<file path="src/logic_string_decode_pkg.sv">
// constants and types for the logic-group and string-group decode block
// assumes a core clock of 50 MHz; all inputs come from core logic on that clock
package logic_string_decode_pkg;

  // execution clocks
  localparam logic [7:0] CLK_REG           = 8'h02;
  localparam logic [7:0] CLK_REG_TO_MEM    = 8'h07;
  localparam logic [7:0] CLK_MEM_TO_REG    = 8'h06;
  localparam logic [7:0] CLK_IMM_MEM       = 8'h07;
  localparam logic [7:0] CLK_TEST_MEM      = 8'h05;
  localparam logic [7:0] CLK_INVERT_MEM    = 8'h06;
  localparam logic [7:0] CLK_CMP_STR       = 8'h0A;
  localparam logic [7:0] CLK_PIN_REAL      = 8'h0F;
  localparam logic [7:0] CLK_PIN_V86       = 8'h1D;
  localparam logic [7:0] CLK_PIN_PRIV      = 8'h09;
  localparam logic [7:0] CLK_PIN_NOPRIV    = 8'h1D;
  localparam logic [7:0] CLK_POUT_REAL     = 8'h0E;
  localparam logic [7:0] CLK_POUT_V86      = 8'h1C;
  localparam logic [7:0] CLK_POUT_PRIV     = 8'h08;
  localparam logic [7:0] CLK_POUT_NOPRIV   = 8'h1C;
  localparam logic [7:0] CLK_LOAD_STR      = 8'h05;
  localparam logic [7:0] CLK_MOVE_STR      = 8'h08;
  localparam logic [7:0] CLK_SCAN_STR      = 8'h08;
  localparam logic [7:0] CLK_STORE_STR     = 8'h05;
  localparam logic [7:0] CLK_TABLE         = 8'h05;
  localparam logic [7:0] CLK_REP_BASE      = 8'h05;
  localparam logic [7:0] CLK_REP_CMP_ITER  = 8'h09;

  // opcode patterns
  localparam logic [7:0] OPC_AND_RM    = 8'b0010_00??;
  localparam logic [7:0] OPC_OR_RM     = 8'b0000_10??;
  localparam logic [7:0] OPC_XOR_RM    = 8'b0011_00??;
  localparam logic [7:0] OPC_AND_ACC   = 8'b0010_010?;
  localparam logic [7:0] OPC_OR_ACC    = 8'b0000_110?;
  localparam logic [7:0] OPC_XOR_ACC   = 8'b0011_010?;
  localparam logic [7:0] OPC_GRP_IMM   = 8'b1000_00??;
  localparam logic [7:0] OPC_TEST_RM   = 8'b1000_010?;
  localparam logic [7:0] OPC_GRP_UNARY = 8'b1111_011?;
  localparam logic [7:0] OPC_TEST_ACC  = 8'b1010_100?;
  localparam logic [7:0] OPC_CMP_STR   = 8'b1010_011?;
  localparam logic [7:0] OPC_PIN       = 8'b0110_110?;
  localparam logic [7:0] OPC_POUT      = 8'b0110_111?;
  localparam logic [7:0] OPC_LOAD_STR  = 8'b1010_110?;
  localparam logic [7:0] OPC_MOVE_STR  = 8'b1010_010?;
  localparam logic [7:0] OPC_SCAN_STR  = 8'b1010_111?;
  localparam logic [7:0] OPC_STORE_STR = 8'b1010_101?;
  localparam logic [7:0] OPC_TABLE     = 8'hD7;
  localparam logic [7:0] OPC_REP_EQ    = 8'hF3;

  // opcode bit positions and ModR/M fields
  localparam int         DIR_BIT   = 1;
  localparam int         WIDTH_BIT = 0;
  localparam logic [1:0] MOD_REG   = 2'h3;
  localparam logic [2:0] SEL_AND   = 3'h4;
  localparam logic [2:0] SEL_OR    = 3'h1;
  localparam logic [2:0] SEL_XOR   = 3'h6;
  localparam logic [2:0] SEL_TEST  = 3'h0;
  localparam logic [2:0] SEL_NOT   = 3'h2;

  typedef enum logic [1:0] {MODE_REAL = 2'b00, MODE_V86 = 2'b01, MODE_PROT = 2'b10} mode_t;
  typedef enum logic [1:0] {W_BYTE = 2'b00, W_WORD = 2'b01, W_DWORD = 2'b10} width_t;
  typedef enum logic [3:0] {
    OP_NONE = 4'b0000, OP_AND = 4'b0001, OP_OR = 4'b0010, OP_XOR = 4'b0011,
    OP_TEST = 4'b0100, OP_NOT = 4'b0101, OP_CMP_STR = 4'b0110, OP_PIN = 4'b0111,
    OP_POUT = 4'b1000, OP_LOAD_STR = 4'b1001, OP_MOVE_STR = 4'b1010,
    OP_SCAN_STR = 4'b1011, OP_STORE_STR = 4'b1100, OP_TABLE = 4'b1101
  } op_t;
  typedef enum logic [1:0] {
    ST_IDLE = 2'b00, ST_RUN = 2'b01, ST_REP_BASE = 2'b10, ST_REP_ITER = 2'b11
  } state_t;

  typedef struct packed {
    op_t        op;
    width_t     width;
    logic [7:0] clocks;
    logic       mem;
    logic       writes;
    logic       legal;
  } dec_t;

  typedef struct packed {
    state_t      state;
    logic [7:0]  cnt;
    op_t         op;
    width_t      width;
    logic [7:0]  clocks;
    logic        mem;
    logic        writes;
    logic        busy;
    logic        done;
    logic        illegal;
    logic        rep;
    logic        iter_done;
    logic        addr32;
    logic [31:0] count;
  } st_t;

  localparam st_t ST_RESET = '{state: ST_IDLE, op: OP_NONE, width: W_BYTE, default: '0};

endpackage

</file>
<file path="src/logic_string_decode.sv">
// decode and execution-clock sequencer for the logic and string groups
// assumes opcode, ModR/M, mode and count come from core logic on i_mclk
// Functional notes
// - and reg-to-mem 7, mem-to-reg 6
// - group immediate: reg field picks operation
// - accumulator immediate forms take 2 clocks
// - test reg/mem: flags only, 2/5
// - F6/F7 field 000 is test immediate
// - test accumulator short form 2 clocks
// - or reg-to-mem 7, mem-to-reg 6
// - xor reg-to-mem 7, mem-to-reg 6
// - or/xor register forms take 2 clocks
// - F6/F7 field 010 inverts, 2/6
// - compare string takes 10 clocks
// - port input string 15/29/9/29
// - port output string 14/28/8/28
// - load string takes 5 clocks
// - move string takes 8 clocks
// - scan string takes 8 clocks
// - store string takes 5 clocks
// - table translate takes 5 clocks
// - repeats count with 16/32-bit count register
// - repeat-while-equal compare costs 5+9n
// - and register form takes 2 clocks
`timescale 1ns/1ps

module logic_string_decode
  import logic_string_decode_pkg::*;
(
  // clock and reset
  input  wire logic        i_mclk,
  input  wire logic        i_arst_n,
  // instruction bytes
  input  wire logic        i_start,
  input  wire logic        i_prefix_valid,
  input  wire logic [7:0]  i_prefix,
  input  wire logic [7:0]  i_opcode,
  input  wire logic [7:0]  i_modrm,
  // machine context
  input  wire logic [1:0]  i_mode,
  input  wire logic        i_io_priv_ok,
  input  wire logic        i_opsize32,
  input  wire logic        i_addr32,
  input  wire logic [31:0] i_count,
  input  wire logic        i_elem_match,
  // status
  output logic             o_busy,
  output logic             o_done,
  output logic             o_illegal,
  output logic             o_iter_done,
  // decoded instruction
  output logic [3:0]       o_op,
  output logic [1:0]       o_width,
  output logic             o_mem,
  output logic             o_writes,
  output logic             o_repeat,
  output logic [7:0]       o_clocks,
  output logic [31:0]      o_count
);

  st_t  st;
  st_t  next_st;
  dec_t dec;
  logic take;

  function automatic logic count_zero(input logic [31:0] cnt, input logic wide);
    count_zero = wide ? (cnt == 32'h0000_0000) : (cnt[15:0] == 16'h0000);
  endfunction

  // only the low half moves for a 16-bit count, the upper half is kept
  function automatic logic [31:0] count_dec(input logic [31:0] cnt, input logic wide);
    count_dec = wide ? (cnt - 32'h0000_0001) : {cnt[31:16], cnt[15:0] - 16'h0001};
  endfunction

  function automatic logic [7:0] rm_clocks(input logic [7:0] opc, input logic mem);
    if (!mem)
      rm_clocks = CLK_REG;
    else if (opc[DIR_BIT])
      rm_clocks = CLK_MEM_TO_REG;
    else
      rm_clocks = CLK_REG_TO_MEM;
  endfunction

  function automatic dec_t decode(input logic [7:0] opc, input logic [7:0] modrm,
                                  input mode_t mode, input logic io_ok, input logic op32);
    dec_t d;
    logic mem;
    mem      = modrm[7:6] != MOD_REG;
    d.op     = OP_NONE;
    d.clocks = 8'h00;
    d.mem    = 1'b0;
    d.writes = 1'b1;
    d.legal  = 1'b1;
    d.width  = !opc[WIDTH_BIT] ? W_BYTE : (op32 ? W_DWORD : W_WORD);
    casez (opc)
      OPC_AND_RM, OPC_OR_RM, OPC_XOR_RM:
      begin
        d.op     = (opc[5:4] == 2'b10) ? OP_AND : ((opc[5:4] == 2'b00) ? OP_OR : OP_XOR);
        d.mem    = mem;
        d.clocks = rm_clocks(opc, mem);
      end
      OPC_AND_ACC, OPC_OR_ACC, OPC_XOR_ACC:
      begin
        d.op     = (opc[5:4] == 2'b10) ? OP_AND : ((opc[5:4] == 2'b00) ? OP_OR : OP_XOR);
        d.clocks = CLK_REG;
      end
      OPC_GRP_IMM:
      begin
        d.mem    = mem;
        d.clocks = mem ? CLK_IMM_MEM : CLK_REG;
        case (modrm[5:3])
          SEL_AND: d.op = OP_AND;
          SEL_OR:  d.op = OP_OR;
          SEL_XOR: d.op = OP_XOR;
          default: d.legal = 1'b0;
        endcase
      end
      OPC_TEST_RM:
      begin
        d.op     = OP_TEST;
        d.mem    = mem;
        d.writes = 1'b0;
        d.clocks = mem ? CLK_TEST_MEM : CLK_REG;
      end
      OPC_GRP_UNARY:
      begin
        d.mem = mem;
        case (modrm[5:3])
          SEL_TEST:
          begin
            d.op     = OP_TEST;
            d.writes = 1'b0;
            d.clocks = mem ? CLK_TEST_MEM : CLK_REG;
          end
          SEL_NOT:
          begin
            d.op     = OP_NOT;
            d.clocks = mem ? CLK_INVERT_MEM : CLK_REG;
          end
          default: d.legal = 1'b0;
        endcase
      end
      OPC_TEST_ACC:
      begin
        d.op     = OP_TEST;
        d.writes = 1'b0;
        d.clocks = CLK_REG;
      end
      OPC_CMP_STR:
      begin
        d.op     = OP_CMP_STR;
        d.writes = 1'b0;
        d.clocks = CLK_CMP_STR;
      end
      OPC_PIN:
      begin
        d.op = OP_PIN;
        case (mode)
          MODE_REAL: d.clocks = CLK_PIN_REAL;
          MODE_V86:  d.clocks = CLK_PIN_V86;
          default:   d.clocks = io_ok ? CLK_PIN_PRIV : CLK_PIN_NOPRIV;
        endcase
      end
      OPC_POUT:
      begin
        d.op = OP_POUT;
        case (mode)
          MODE_REAL: d.clocks = CLK_POUT_REAL;
          MODE_V86:  d.clocks = CLK_POUT_V86;
          default:   d.clocks = io_ok ? CLK_POUT_PRIV : CLK_POUT_NOPRIV;
        endcase
      end
      OPC_LOAD_STR:
      begin
        d.op     = OP_LOAD_STR;
        d.clocks = CLK_LOAD_STR;
      end
      OPC_MOVE_STR:
      begin
        d.op     = OP_MOVE_STR;
        d.clocks = CLK_MOVE_STR;
      end
      OPC_SCAN_STR:
      begin
        d.op     = OP_SCAN_STR;
        d.writes = 1'b0;
        d.clocks = CLK_SCAN_STR;
      end
      OPC_STORE_STR:
      begin
        d.op     = OP_STORE_STR;
        d.clocks = CLK_STORE_STR;
      end
      OPC_TABLE:
      begin
        d.op     = OP_TABLE;
        d.width  = W_BYTE;
        d.clocks = CLK_TABLE;
      end
      default: d.legal = 1'b0;
    endcase
    decode = d;
  endfunction

  assign dec  = decode(i_opcode, i_modrm, mode_t'(i_mode), i_io_priv_ok, i_opsize32);
  assign take = (st.state == ST_IDLE) && i_start;

  always_comb
  begin
    next_st           = st;
    next_st.done      = 1'b0;
    next_st.iter_done = 1'b0;
    case (st.state)
      ST_IDLE:
      begin
        if (i_start)
        begin
          next_st.illegal = !dec.legal;
          next_st.rep     = 1'b0;
          if (!dec.legal)
          begin
            // unknown encodings answer at once so the core never hangs
            next_st.done = 1'b1;
            next_st.op   = OP_NONE;
          end
          else
          begin
            next_st.op     = dec.op;
            next_st.width  = dec.width;
            next_st.mem    = dec.mem;
            next_st.writes = dec.writes;
            next_st.count  = i_count;
            next_st.addr32 = i_addr32;
            if (i_prefix_valid && (i_prefix == OPC_REP_EQ) && (dec.op == OP_CMP_STR))
            begin
              next_st.rep    = 1'b1;
              next_st.state  = ST_REP_BASE;
              next_st.cnt    = CLK_REP_BASE;
              next_st.clocks = CLK_REP_BASE;
            end
            else
            begin
              next_st.state  = ST_RUN;
              next_st.cnt    = dec.clocks;
              next_st.clocks = dec.clocks;
            end
          end
        end
      end
      ST_RUN:
      begin
        next_st.cnt = st.cnt - 8'h01;
        if (st.cnt == 8'h01)
        begin
          next_st.state = ST_IDLE;
          next_st.done  = 1'b1;
        end
      end
      ST_REP_BASE:
      begin
        next_st.cnt = st.cnt - 8'h01;
        if (st.cnt == 8'h01)
        begin
          if (count_zero(st.count, st.addr32))
          begin
            next_st.state = ST_IDLE;
            next_st.done  = 1'b1;
          end
          else
          begin
            next_st.state = ST_REP_ITER;
            next_st.cnt   = CLK_REP_CMP_ITER;
          end
        end
      end
      ST_REP_ITER:
      begin
        next_st.cnt = st.cnt - 8'h01;
        if (st.cnt == 8'h01)
        begin
          next_st.count     = count_dec(st.count, st.addr32);
          next_st.iter_done = 1'b1;
          next_st.cnt       = CLK_REP_CMP_ITER;
          if (count_zero(next_st.count, st.addr32) || !i_elem_match)
          begin
            next_st.state = ST_IDLE;
            next_st.done  = 1'b1;
          end
        end
      end
      default: next_st = ST_RESET;
    endcase
    next_st.busy = next_st.state != ST_IDLE;
  end

  always_ff @(posedge i_mclk or negedge i_arst_n)
  begin
    if (!i_arst_n)
      st <= ST_RESET;
    else
      st <= next_st;
  end

  assign o_busy      = st.busy;
  assign o_done      = st.done;
  assign o_illegal   = st.illegal;
  assign o_iter_done = st.iter_done;
  assign o_op        = st.op;
  assign o_width     = st.width;
  assign o_mem       = st.mem;
  assign o_writes    = st.writes;
  assign o_repeat    = st.rep;
  assign o_clocks    = st.clocks;
  assign o_count     = st.count;

  // helper: busy cycles of the current instruction
  logic [7:0] busy_len;
  always_ff @(posedge i_mclk or negedge i_arst_n)
  begin
    if (!i_arst_n)
      busy_len <= 8'h00;
    else
      busy_len <= o_busy ? busy_len + 8'h01 : 8'h00;
  end
endmodule // logic_string_decode

</file>
<file path="config.mk">
export PLATFORM = sky130hd
export DESIGN_NAME = logic_string_decode
export DESIGN_NICKNAME = d
export VERILOG_FILES = /design/src/logic_string_decode_pkg.sv /design/src/logic_string_decode.sv
export SDC_FILE = /design/constraint.sdc
export NUM_CORES = 1
export LEC_CHECK = 0
export BUFFER_PORTS_ARGS = -buffer_cell sky130_fd_sc_hd__clkbuf_2
export CORE_MARGIN = 5
export CORE_UTILIZATION = 45
export DETAILED_ROUTE_END_ITERATION = 10
export PLACE_DENSITY = 0.69
export SETUP_SLACK_MARGIN = 0.02
export SYNTH_ARGS = -nofsm -noshare
export SYNTH_HDL_FRONTEND = slang
export SYNTH_SLANG_ARGS = --single-unit
</file>
<file path="constraint.sdc">
create_clock -name i_mclk -period 3.6 [get_ports i_mclk]
set_input_delay 0.54 -clock i_mclk [delete_from_list [all_inputs] [get_ports i_mclk]]
set_output_delay 0.54 -clock i_mclk [all_outputs]
set_load 0.1 [all_outputs]
</file>
==> qor_table.md, run 1 <==
| Quantity | Reported |
| --- | --- |
| Most frequent CP cell | sky130_fd_sc_hd__nand3_1 |
| Starting Density | 45.5% |
| Final hold viol count | 0 |
| Core Region | 10700 µm² |
| First-pass GRT wire length | 22500 µm |
| Terminus of the critical flop-to-flop path | o_busy |
| Cell depth of the worst flop-to-flop path | 9 |
| Overall die height | 114 µm |
| Area added between synthesis and finish | 10.4% |
| Final cell count without fillers | 809 |
| Kind of path behind the tightest hold check | in -> async |
| Worst setup EP type | register |
| Worst clock skew on the final layout | 16.3 ps |
| Violation count after the first detailed-routing iteration | 403 |
| Fin. max-slew vios | 0 |
| Worst voltage drop across the vdd grid | 0.605 mV |
| Total of flip-flops plus latches after synthesis | 61 |
| CTS tree | yes |
| Total placed cells including tap cells | 793 |
| Number of iterations in the first detailed-routing pass | 5 |
| Primary flip-flop cell chosen by synthesis mapping | sky130_fd_sc_hd__dfrtp_1 |
| Clock net sink count | 61 |
| Antenna cell count | 0 |
| Setup Fix Bufs, Post-CTS | 0 |
| Synthesized area per cell | 8.05 µm² |
| Worst path cell trace | inv_1 -> ha_1 -> nor3b_2 -> nand3_1 -> a221o_1 -> a2111oi_0 -> a31oi_1 -> a311oi_1 -> nand3_1 |
| Average via count per standard cell | 6.01 |
| Number of remaining DRC errors | 0 |
| Critical Setup Path Class | reg -> reg |
| Status | completed |
| Number of antenna violations at the first check in global routing | 0 |
| Number of distinct library cells after synthesis | 87 |
| FMAX | 326 MHz |
| Combined area of all synthesized cells | 4890 µm² |
| Most common cell after layout, fill and taps aside | sky130_fd_sc_hd__clkbuf_2 |
| Largest net degree at the start of global routing | 52 |
| Number of enable flip-flop cells after synthesis | 0 |
| Clock Pin Slew Worst Setup and Hold Paths | 80 ps |
| Gates resized, CTS repair | 0 |
| Reg-to-reg critical path startpoint | o_count[0] |
| Setup slack on the worst flop-to-flop path | 540 ps |
| Arrival time worst endpoint | 3280 ps |
| Buffering stage count on the worst path with inverters included | 1 |
| DIE AREA | 13000 µm² |
| Max-capacitance violation count | 0 |
| Vias in the first global route | 4509 |
| Max stage delay cell, worst path | sky130_fd_sc_hd__nor3b_2 |
| Clock insertion delay at the later pin of the skew report | 350 ps |
| Leakage power summed over all cells | 0.00246 µW |
| Cell Rows | 38 |
| Maximum fanout along the worst path | 7 |
| Sequential area share after synthesis | 31.2% |
| Horiz. Die Dim | 114 µm |
| Transition at the pin with the smallest max-transition slack | 1030 ps |
| IO Port Bufs | 112 |
| Clock tree root driver cell | sky130_fd_sc_hd__clkbuf_8 |
| Data required time at the worst endpoint | 3820 ps |
| Worst slew margin relative to its limit | 31.5% |
| RSZ-0062 raised after global routing | no |
| Delay of the slowest cell on the worst path | 470 ps |
| Post-Route Setup TNS | 0 ps |
| Pre-CTS setup slack | 425 ps |
| Antenna violation net count after detailed routing | 0 |
| Post-layout utilization of the core | 50.2% |
| Total grt overflow | 0 |
| Net count, final | 735 |
| Warning count from the yosys run | 0 |
| Dpl hpwl | 10300 µm |
| Pwr dens | 963 nW/µm² |
| Final routed wire length divided by cell count | 17.0 µm |
| Share of the clock period used by the worst path | 85.1% |
| CTS H-tree lvls | 3 |
| Category of the worst setup path launch point | register |
| Fraction of synthesis flops using an asynchronous set or reset pin | 100% |
| Gpl congestion | 0.865 |
| Synthesized instance count | 607 |
| Routed wire length | 13800 µm |
| Global router's overall resource usage | 21.2% |
| Share of layout cells above drive strength 1 | 25.9% |
| Commonest non-fill, non-tap cells in the layout | sky130_fd_sc_hd__clkbuf_2, sky130_fd_sc_hd__dfrtp_1, sky130_fd_sc_hd__nand2_1, sky130_fd_sc_hd__o21ai_0, sky130_fd_sc_hd__nor2_1 |
| Kind of cell with the highest combined delay on the critical path | compound AO/OA/AOI/OAI gates |
| Final-report setup violation count | 0 |
| Maximum clock insertion buffer count | 2 |
| Clock buffers created by TritonCTS | 9 |
| Shortest period the worst path allows | 3060 ps |
| Ports | 119 |
| Hold buffers post-CTS | 0 |
| Overall via count from detail_route | 4861 |
| Setup ws final | 535 ps |
==> cell type report <==
type | count | area, µm²
clock inverter | 6 | 71.3
inverter | 15 | 56.3
tap | 140 | 175
sequential | 61 | 1530
multi-input combinational | 452 | 2770
fill | 1071 | 5350
timing repair buffer | 125 | 658
clock buffer | 10 | 138
==> logic make-up after synthesis <==
group / count (synthesis) / synth area share (%)
compound gates: 184 / 24.4
xor+xnor: 8 / 1.43
fa+ha+maj: 5 / 1.28
buf+inv: 96 / 12.2
flops: 61 / 31.2
mux: 5 / 1.10
other cells: 1 / 0.0768
simple gates: 247 / 28.3
==> registers in the layout (all words and copies together), names as in the netlist <==
signal / cells
o_busy: 1
o_clocks: 5
o_count: 32
o_done: 1
o_illegal: 1
o_iter_done: 1
o_mem: 1
o_op: 4
o_repeat: 1
o_width: 2
o_writes: 1
st: 11
==> worst max path at each step <==
stage          endpoint  slack, ps        start  cells past startpoint
2_1_floorplan    st[55]       1010  i_opcode[6]                      8
3_3_place_gp     st[57]        490  i_opcode[5]                      9
3_5_place_dp     st[57]        420  i_opcode[5]                      9
4_1_cts          o_busy        570   o_count[0]                      9
5_1_grt          o_busy        250   o_count[0]                      9
6_report         o_busy        540   o_count[0]                      9
==> worst reg2reg max path: stages, from the launching register on <==
cell and delay [ps]:
sky130_fd_sc_hd__dfrtp_1 440, sky130_fd_sc_hd__inv_1 150, sky130_fd_sc_hd__ha_1 310, sky130_fd_sc_hd__nor3b_2 470, sky130_fd_sc_hd__nand3_1 160, sky130_fd_sc_hd__a221o_1 340, sky130_fd_sc_hd__a2111oi_0 450, sky130_fd_sc_hd__a31oi_1 180
sky130_fd_sc_hd__a311oi_1 280, sky130_fd_sc_hd__nand3_1 150
==> Yosys cell counts, types with 4 or more instances <==
| cell | number | share of area, % |
|---|---|---|
| sky130_fd_sc_hd__a211oi_1 | 5 | 0.77 |
| sky130_fd_sc_hd__buf_4 | 47 | 7.2 |
| sky130_fd_sc_hd__nor3b_1 | 6 | 0.92 |
| sky130_fd_sc_hd__nor3_1 | 25 | 2.6 |
| sky130_fd_sc_hd__nor2_1 | 49 | 3.8 |
| sky130_fd_sc_hd__clkbuf_1 | 18 | 1.4 |
| sky130_fd_sc_hd__nor4b_1 | 6 | 1.1 |
| sky130_fd_sc_hd__a21oi_1 | 47 | 4.8 |
| sky130_fd_sc_hd__o21ai_0 | 57 | 5.8 |
| sky130_fd_sc_hd__a21o_1 | 13 | 2.0 |
| sky130_fd_sc_hd__buf_2 | 9 | 0.92 |
| sky130_fd_sc_hd__dfrtp_1 | 61 | 31 |
| sky130_fd_sc_hd__inv_1 | 15 | 1.2 |
| sky130_fd_sc_hd__nor4_1 | 7 | 0.90 |
| sky130_fd_sc_hd__a22oi_1 | 8 | 1.2 |
| sky130_fd_sc_hd__xnor2_1 | 5 | 0.90 |
| sky130_fd_sc_hd__or4_1 | 4 | 0.61 |
| sky130_fd_sc_hd__nand2_1 | 57 | 4.4 |
| sky130_fd_sc_hd__nand4_1 | 15 | 1.9 |
| sky130_fd_sc_hd__o32ai_1 | 4 | 0.72 |
| sky130_fd_sc_hd__and3_1 | 4 | 0.51 |
| sky130_fd_sc_hd__ha_1 | 5 | 1.3 |
| sky130_fd_sc_hd__a31oi_1 | 8 | 1.0 |
| sky130_fd_sc_hd__nand2b_1 | 6 | 0.77 |
| sky130_fd_sc_hd__nand3_1 | 23 | 2.4 |
| sky130_fd_sc_hd__and2_1 | 6 | 0.77 |
==> per-stage QoR <==
step,hold WS [ps],cell area [µm²],power [µW]
2_1_floorplan,244,4890,4250
3_3_place_gp,434,5190,4480
3_5_place_dp,447,5190,4530
4_1_cts,61.2,5400,5200
5_1_grt,80.4,5400,5470
6_report,66.9,5400,5190
==> report_power, final <==
part	switching [µW]	internal, µW
Combinational	2470	676
Clock	308	343
Sequential	449	952
==> routing by layer <==
| metal | share of wire (%) | GRT usage [%] | up-vias |
|---|---|---|---|
| li1 | - | - | 2324 |
| met5 | 0 | 0 | - |
| met4 | 2.1 | 7.92 | 0 |
| met2 | 46 | 33.1 | 195 |
| met3 | 7.7 | 3.75 | 22 |
| met1 | 44 | 29.4 | 2320 |
No activity file was read; power rests on OpenSTA's default activity.
==> run 2, diff against run 1 <==
- clock period: 3.6 -> 3.9 ns (I/O delays scaled with it)
==> run 2 against run 1 <==
Effect of this change:
- die area unchanged
- wire length decreased by 0.46%
- setup slack improved by 130 ps
- critical endpoint is now o_count[0]
==> qor_table.md, run 2 (synthesis results as in run 1) <==
| Quantity | Reported |
| --- | --- |
| Global router's overall resource usage | 21.3% |
| Horiz. Die Dim | 114 µm |
| Antenna cell count | 0 |
| Setup Fix Bufs, Post-CTS | 0 |
| Delay of the slowest cell on the worst path | 930 ps |
| Post-Route Setup TNS | 0 ps |
| Clock tree root driver cell | sky130_fd_sc_hd__clkbuf_8 |
| Share of layout cells above drive strength 1 | 25.5% |
| Most common cell after layout, fill and taps aside | sky130_fd_sc_hd__clkbuf_2 |
| Gpl congestion | 0.882 |
| Setup ws final | 666 ps |
| Overall via count from detail_route | 4790 |
| Leakage power summed over all cells | 0.00247 µW |
| IO Port Bufs | 112 |
| Arrival time worst endpoint | 3450 ps |
| Setup slack on the worst flop-to-flop path | 850 ps |
| Clock Pin Slew Worst Setup and Hold Paths | 80 ps |
| Number of remaining DRC errors | 0 |
| Ports | 119 |
| Routed wire length | 13700 µm |
| Final routed wire length divided by cell count | 17.0 µm |
| Total grt overflow | 0 |
| First-pass GRT wire length | 22800 µm |
| CTS tree | yes |
| Pwr dens | 901 nW/µm² |
| RSZ-0062 raised after global routing | no |
| Clock net sink count | 61 |
| Starting Density | 45.5% |
| Worst path cell trace | clkbuf_2 -> and4b_1 -> a31oi_1 -> o211ai_1 -> o41ai_4 -> o21ai_2 -> buf_4 -> nand3_1 -> o211ai_1 |
| Violation count after the first detailed-routing iteration | 433 |
| Data required time at the worst endpoint | 4120 ps |
| Worst setup EP type | register |
| Largest net degree at the start of global routing | 44 |
| Number of flip-flops under the largest register name | 32 |
| Worst slew margin relative to its limit | 23.6% |
| Max-capacitance violation count | 0 |
| Kind of path behind the tightest hold check | in -> async |
| Maximum fanout along the worst path | 24 |
| Met1 wire length | 6120 µm |
| Overall die height | 114 µm |
| Final Hold Slack | 340 ps |
| Fin. max-slew vios | 0 |
| Critical Setup Path Class | in -> reg |
| Placement Cell Area | 5170 µm² |
| Fill count | 1101 |
| Amount of wire on met2 after detailed routing | 6290 µm |
| Net count, final | 733 |
| Final hold viol count | 0 |
| Worst voltage drop across the vdd grid | 0.525 mV |
| Worst clock skew on the final layout | 11.8 ps |
| Most frequent CP cell | sky130_fd_sc_hd__o211ai_1 |
| Dpl hpwl | 10300 µm |
| Cell Rows | 38 |
| Maximum clock insertion buffer count | 2 |
| Commonest non-fill, non-tap cells in the layout | sky130_fd_sc_hd__clkbuf_2, sky130_fd_sc_hd__dfrtp_1, sky130_fd_sc_hd__nand2_1, sky130_fd_sc_hd__o21ai_0, sky130_fd_sc_hd__nor2_1 |
| Status | completed |
| CTS H-tree lvls | 3 |
| Vias in the first global route | 4563 |
| Average via count per standard cell | 5.94 |
| Hold buffers post-CTS | 0 |
| Final-report setup violation count | 0 |
| Number of iterations in the first detailed-routing pass | 5 |
| Clock buffers created by TritonCTS | 9 |
| FMAX | 309 MHz |
| Uppermost metal layer occupied by signal nets | met4 |
| Post-layout utilization of the core | 50.2% |
| Area added between synthesis and finish | 10.5% |
| Category of the worst setup path launch point | input pin |
| DIE AREA | 13000 µm² |
| Routed wl met3 | 1000 µm |
| Number of antenna violations at the first check in global routing | 0 |
| Gates resized, CTS repair | 0 |
| Share of the clock period used by the worst path | 82.9% |
| Pre-CTS setup slack | 299 ps |
| Core Region | 10700 µm² |
| Shortest period the worst path allows | 3230 ps |
| Final design instance area without fill | 5400 µm² |
| Antenna violation net count after detailed routing | 0 |
| Max stage delay cell, worst path | sky130_fd_sc_hd__o41ai_4 |
| Clock insertion delay at the later pin of the skew report | 350 ps |
| Transition at the pin with the smallest max-transition slack | 1150 ps |
[run 2: changes by cell type in the layout (fill, tap and decap cells not counted)]
cell                         delta
sky130_fd_sc_hd__buf_4          -2
sky130_fd_sc_hd__clkbuf_8       +1
sky130_fd_sc_hd__inv_6          -1
sky130_fd_sc_hd__clkinvlp_4     -2
sky130_fd_sc_hd__bufinv_16      +1
sky130_fd_sc_hd__clkbuf_1       +1
sky130_fd_sc_hd__clkinv_4       -2
sky130_fd_sc_hd__clkinv_2       +2
[run 2: stage by stage]
stage / cells / power [µW]
floorplan: 609 / 3920
global route: 807 / 5120
detailed placement: 791 / 4190
global placement: 791 / 4150
finish: 807 / 4860
CTS: 807 / 4860
[run 2: worst paths after layout]
kind | cells past startpoint | end | start
worst max-delay path | 9 | o_count[0] | i_opcode[3]
max in group asynchronous | 2 | o_count[0] | i_arst_n
worst max register to register | 9 | o_done | o_count[0]
worst min-delay path | 1 | o_count[18] | i_arst_n
min in group i_mclk | 2 | o_width[0] | i_opsize32
worst min register to register | 2 | o_op[1] | o_op[1]
[run 2: final cells by class]
| type | count | area [µm²] | area share (%) |
|---|---|---|---|
| clock buffers | 12 | 155 | 2.87 |
| inverters | 15 | 56.3 | 1.04 |
| well taps | 140 | 175 | 3.25 |
| multi-input cells | 452 | 2770 | 51.3 |
| flip-flops and latches | 61 | 1530 | 28.3 |
| clock inverters | 4 | 70.1 | 1.30 |
| repair buffers | 123 | 643 | 11.9 |
[run 2: report_power, final]
part | total, µW | switching, µW | leakage, µW | internal, µW
Combinational | 2920 | 2280 | 0.00157 | 635
Sequential | 1290 | 408 | 0.000783 | 880
Clock | 656 | 263 | 0.000116 | 393
[run 2: metal layers]
layer	GRT usage, %	up-vias
met2	33.1	187
met3	3.75	28
met5	0	-
met4	8.95	0
met1	29.4	2264
li1	-	2311
[run 2: worst max-delay path, delay by kind of cell]
family / cells / cell delay [ps]
buffers and inverters: 2 / 560
AO/OA/AOI/OAI: 5 / 1950
AND/OR/NAND/NOR: 2 / 340
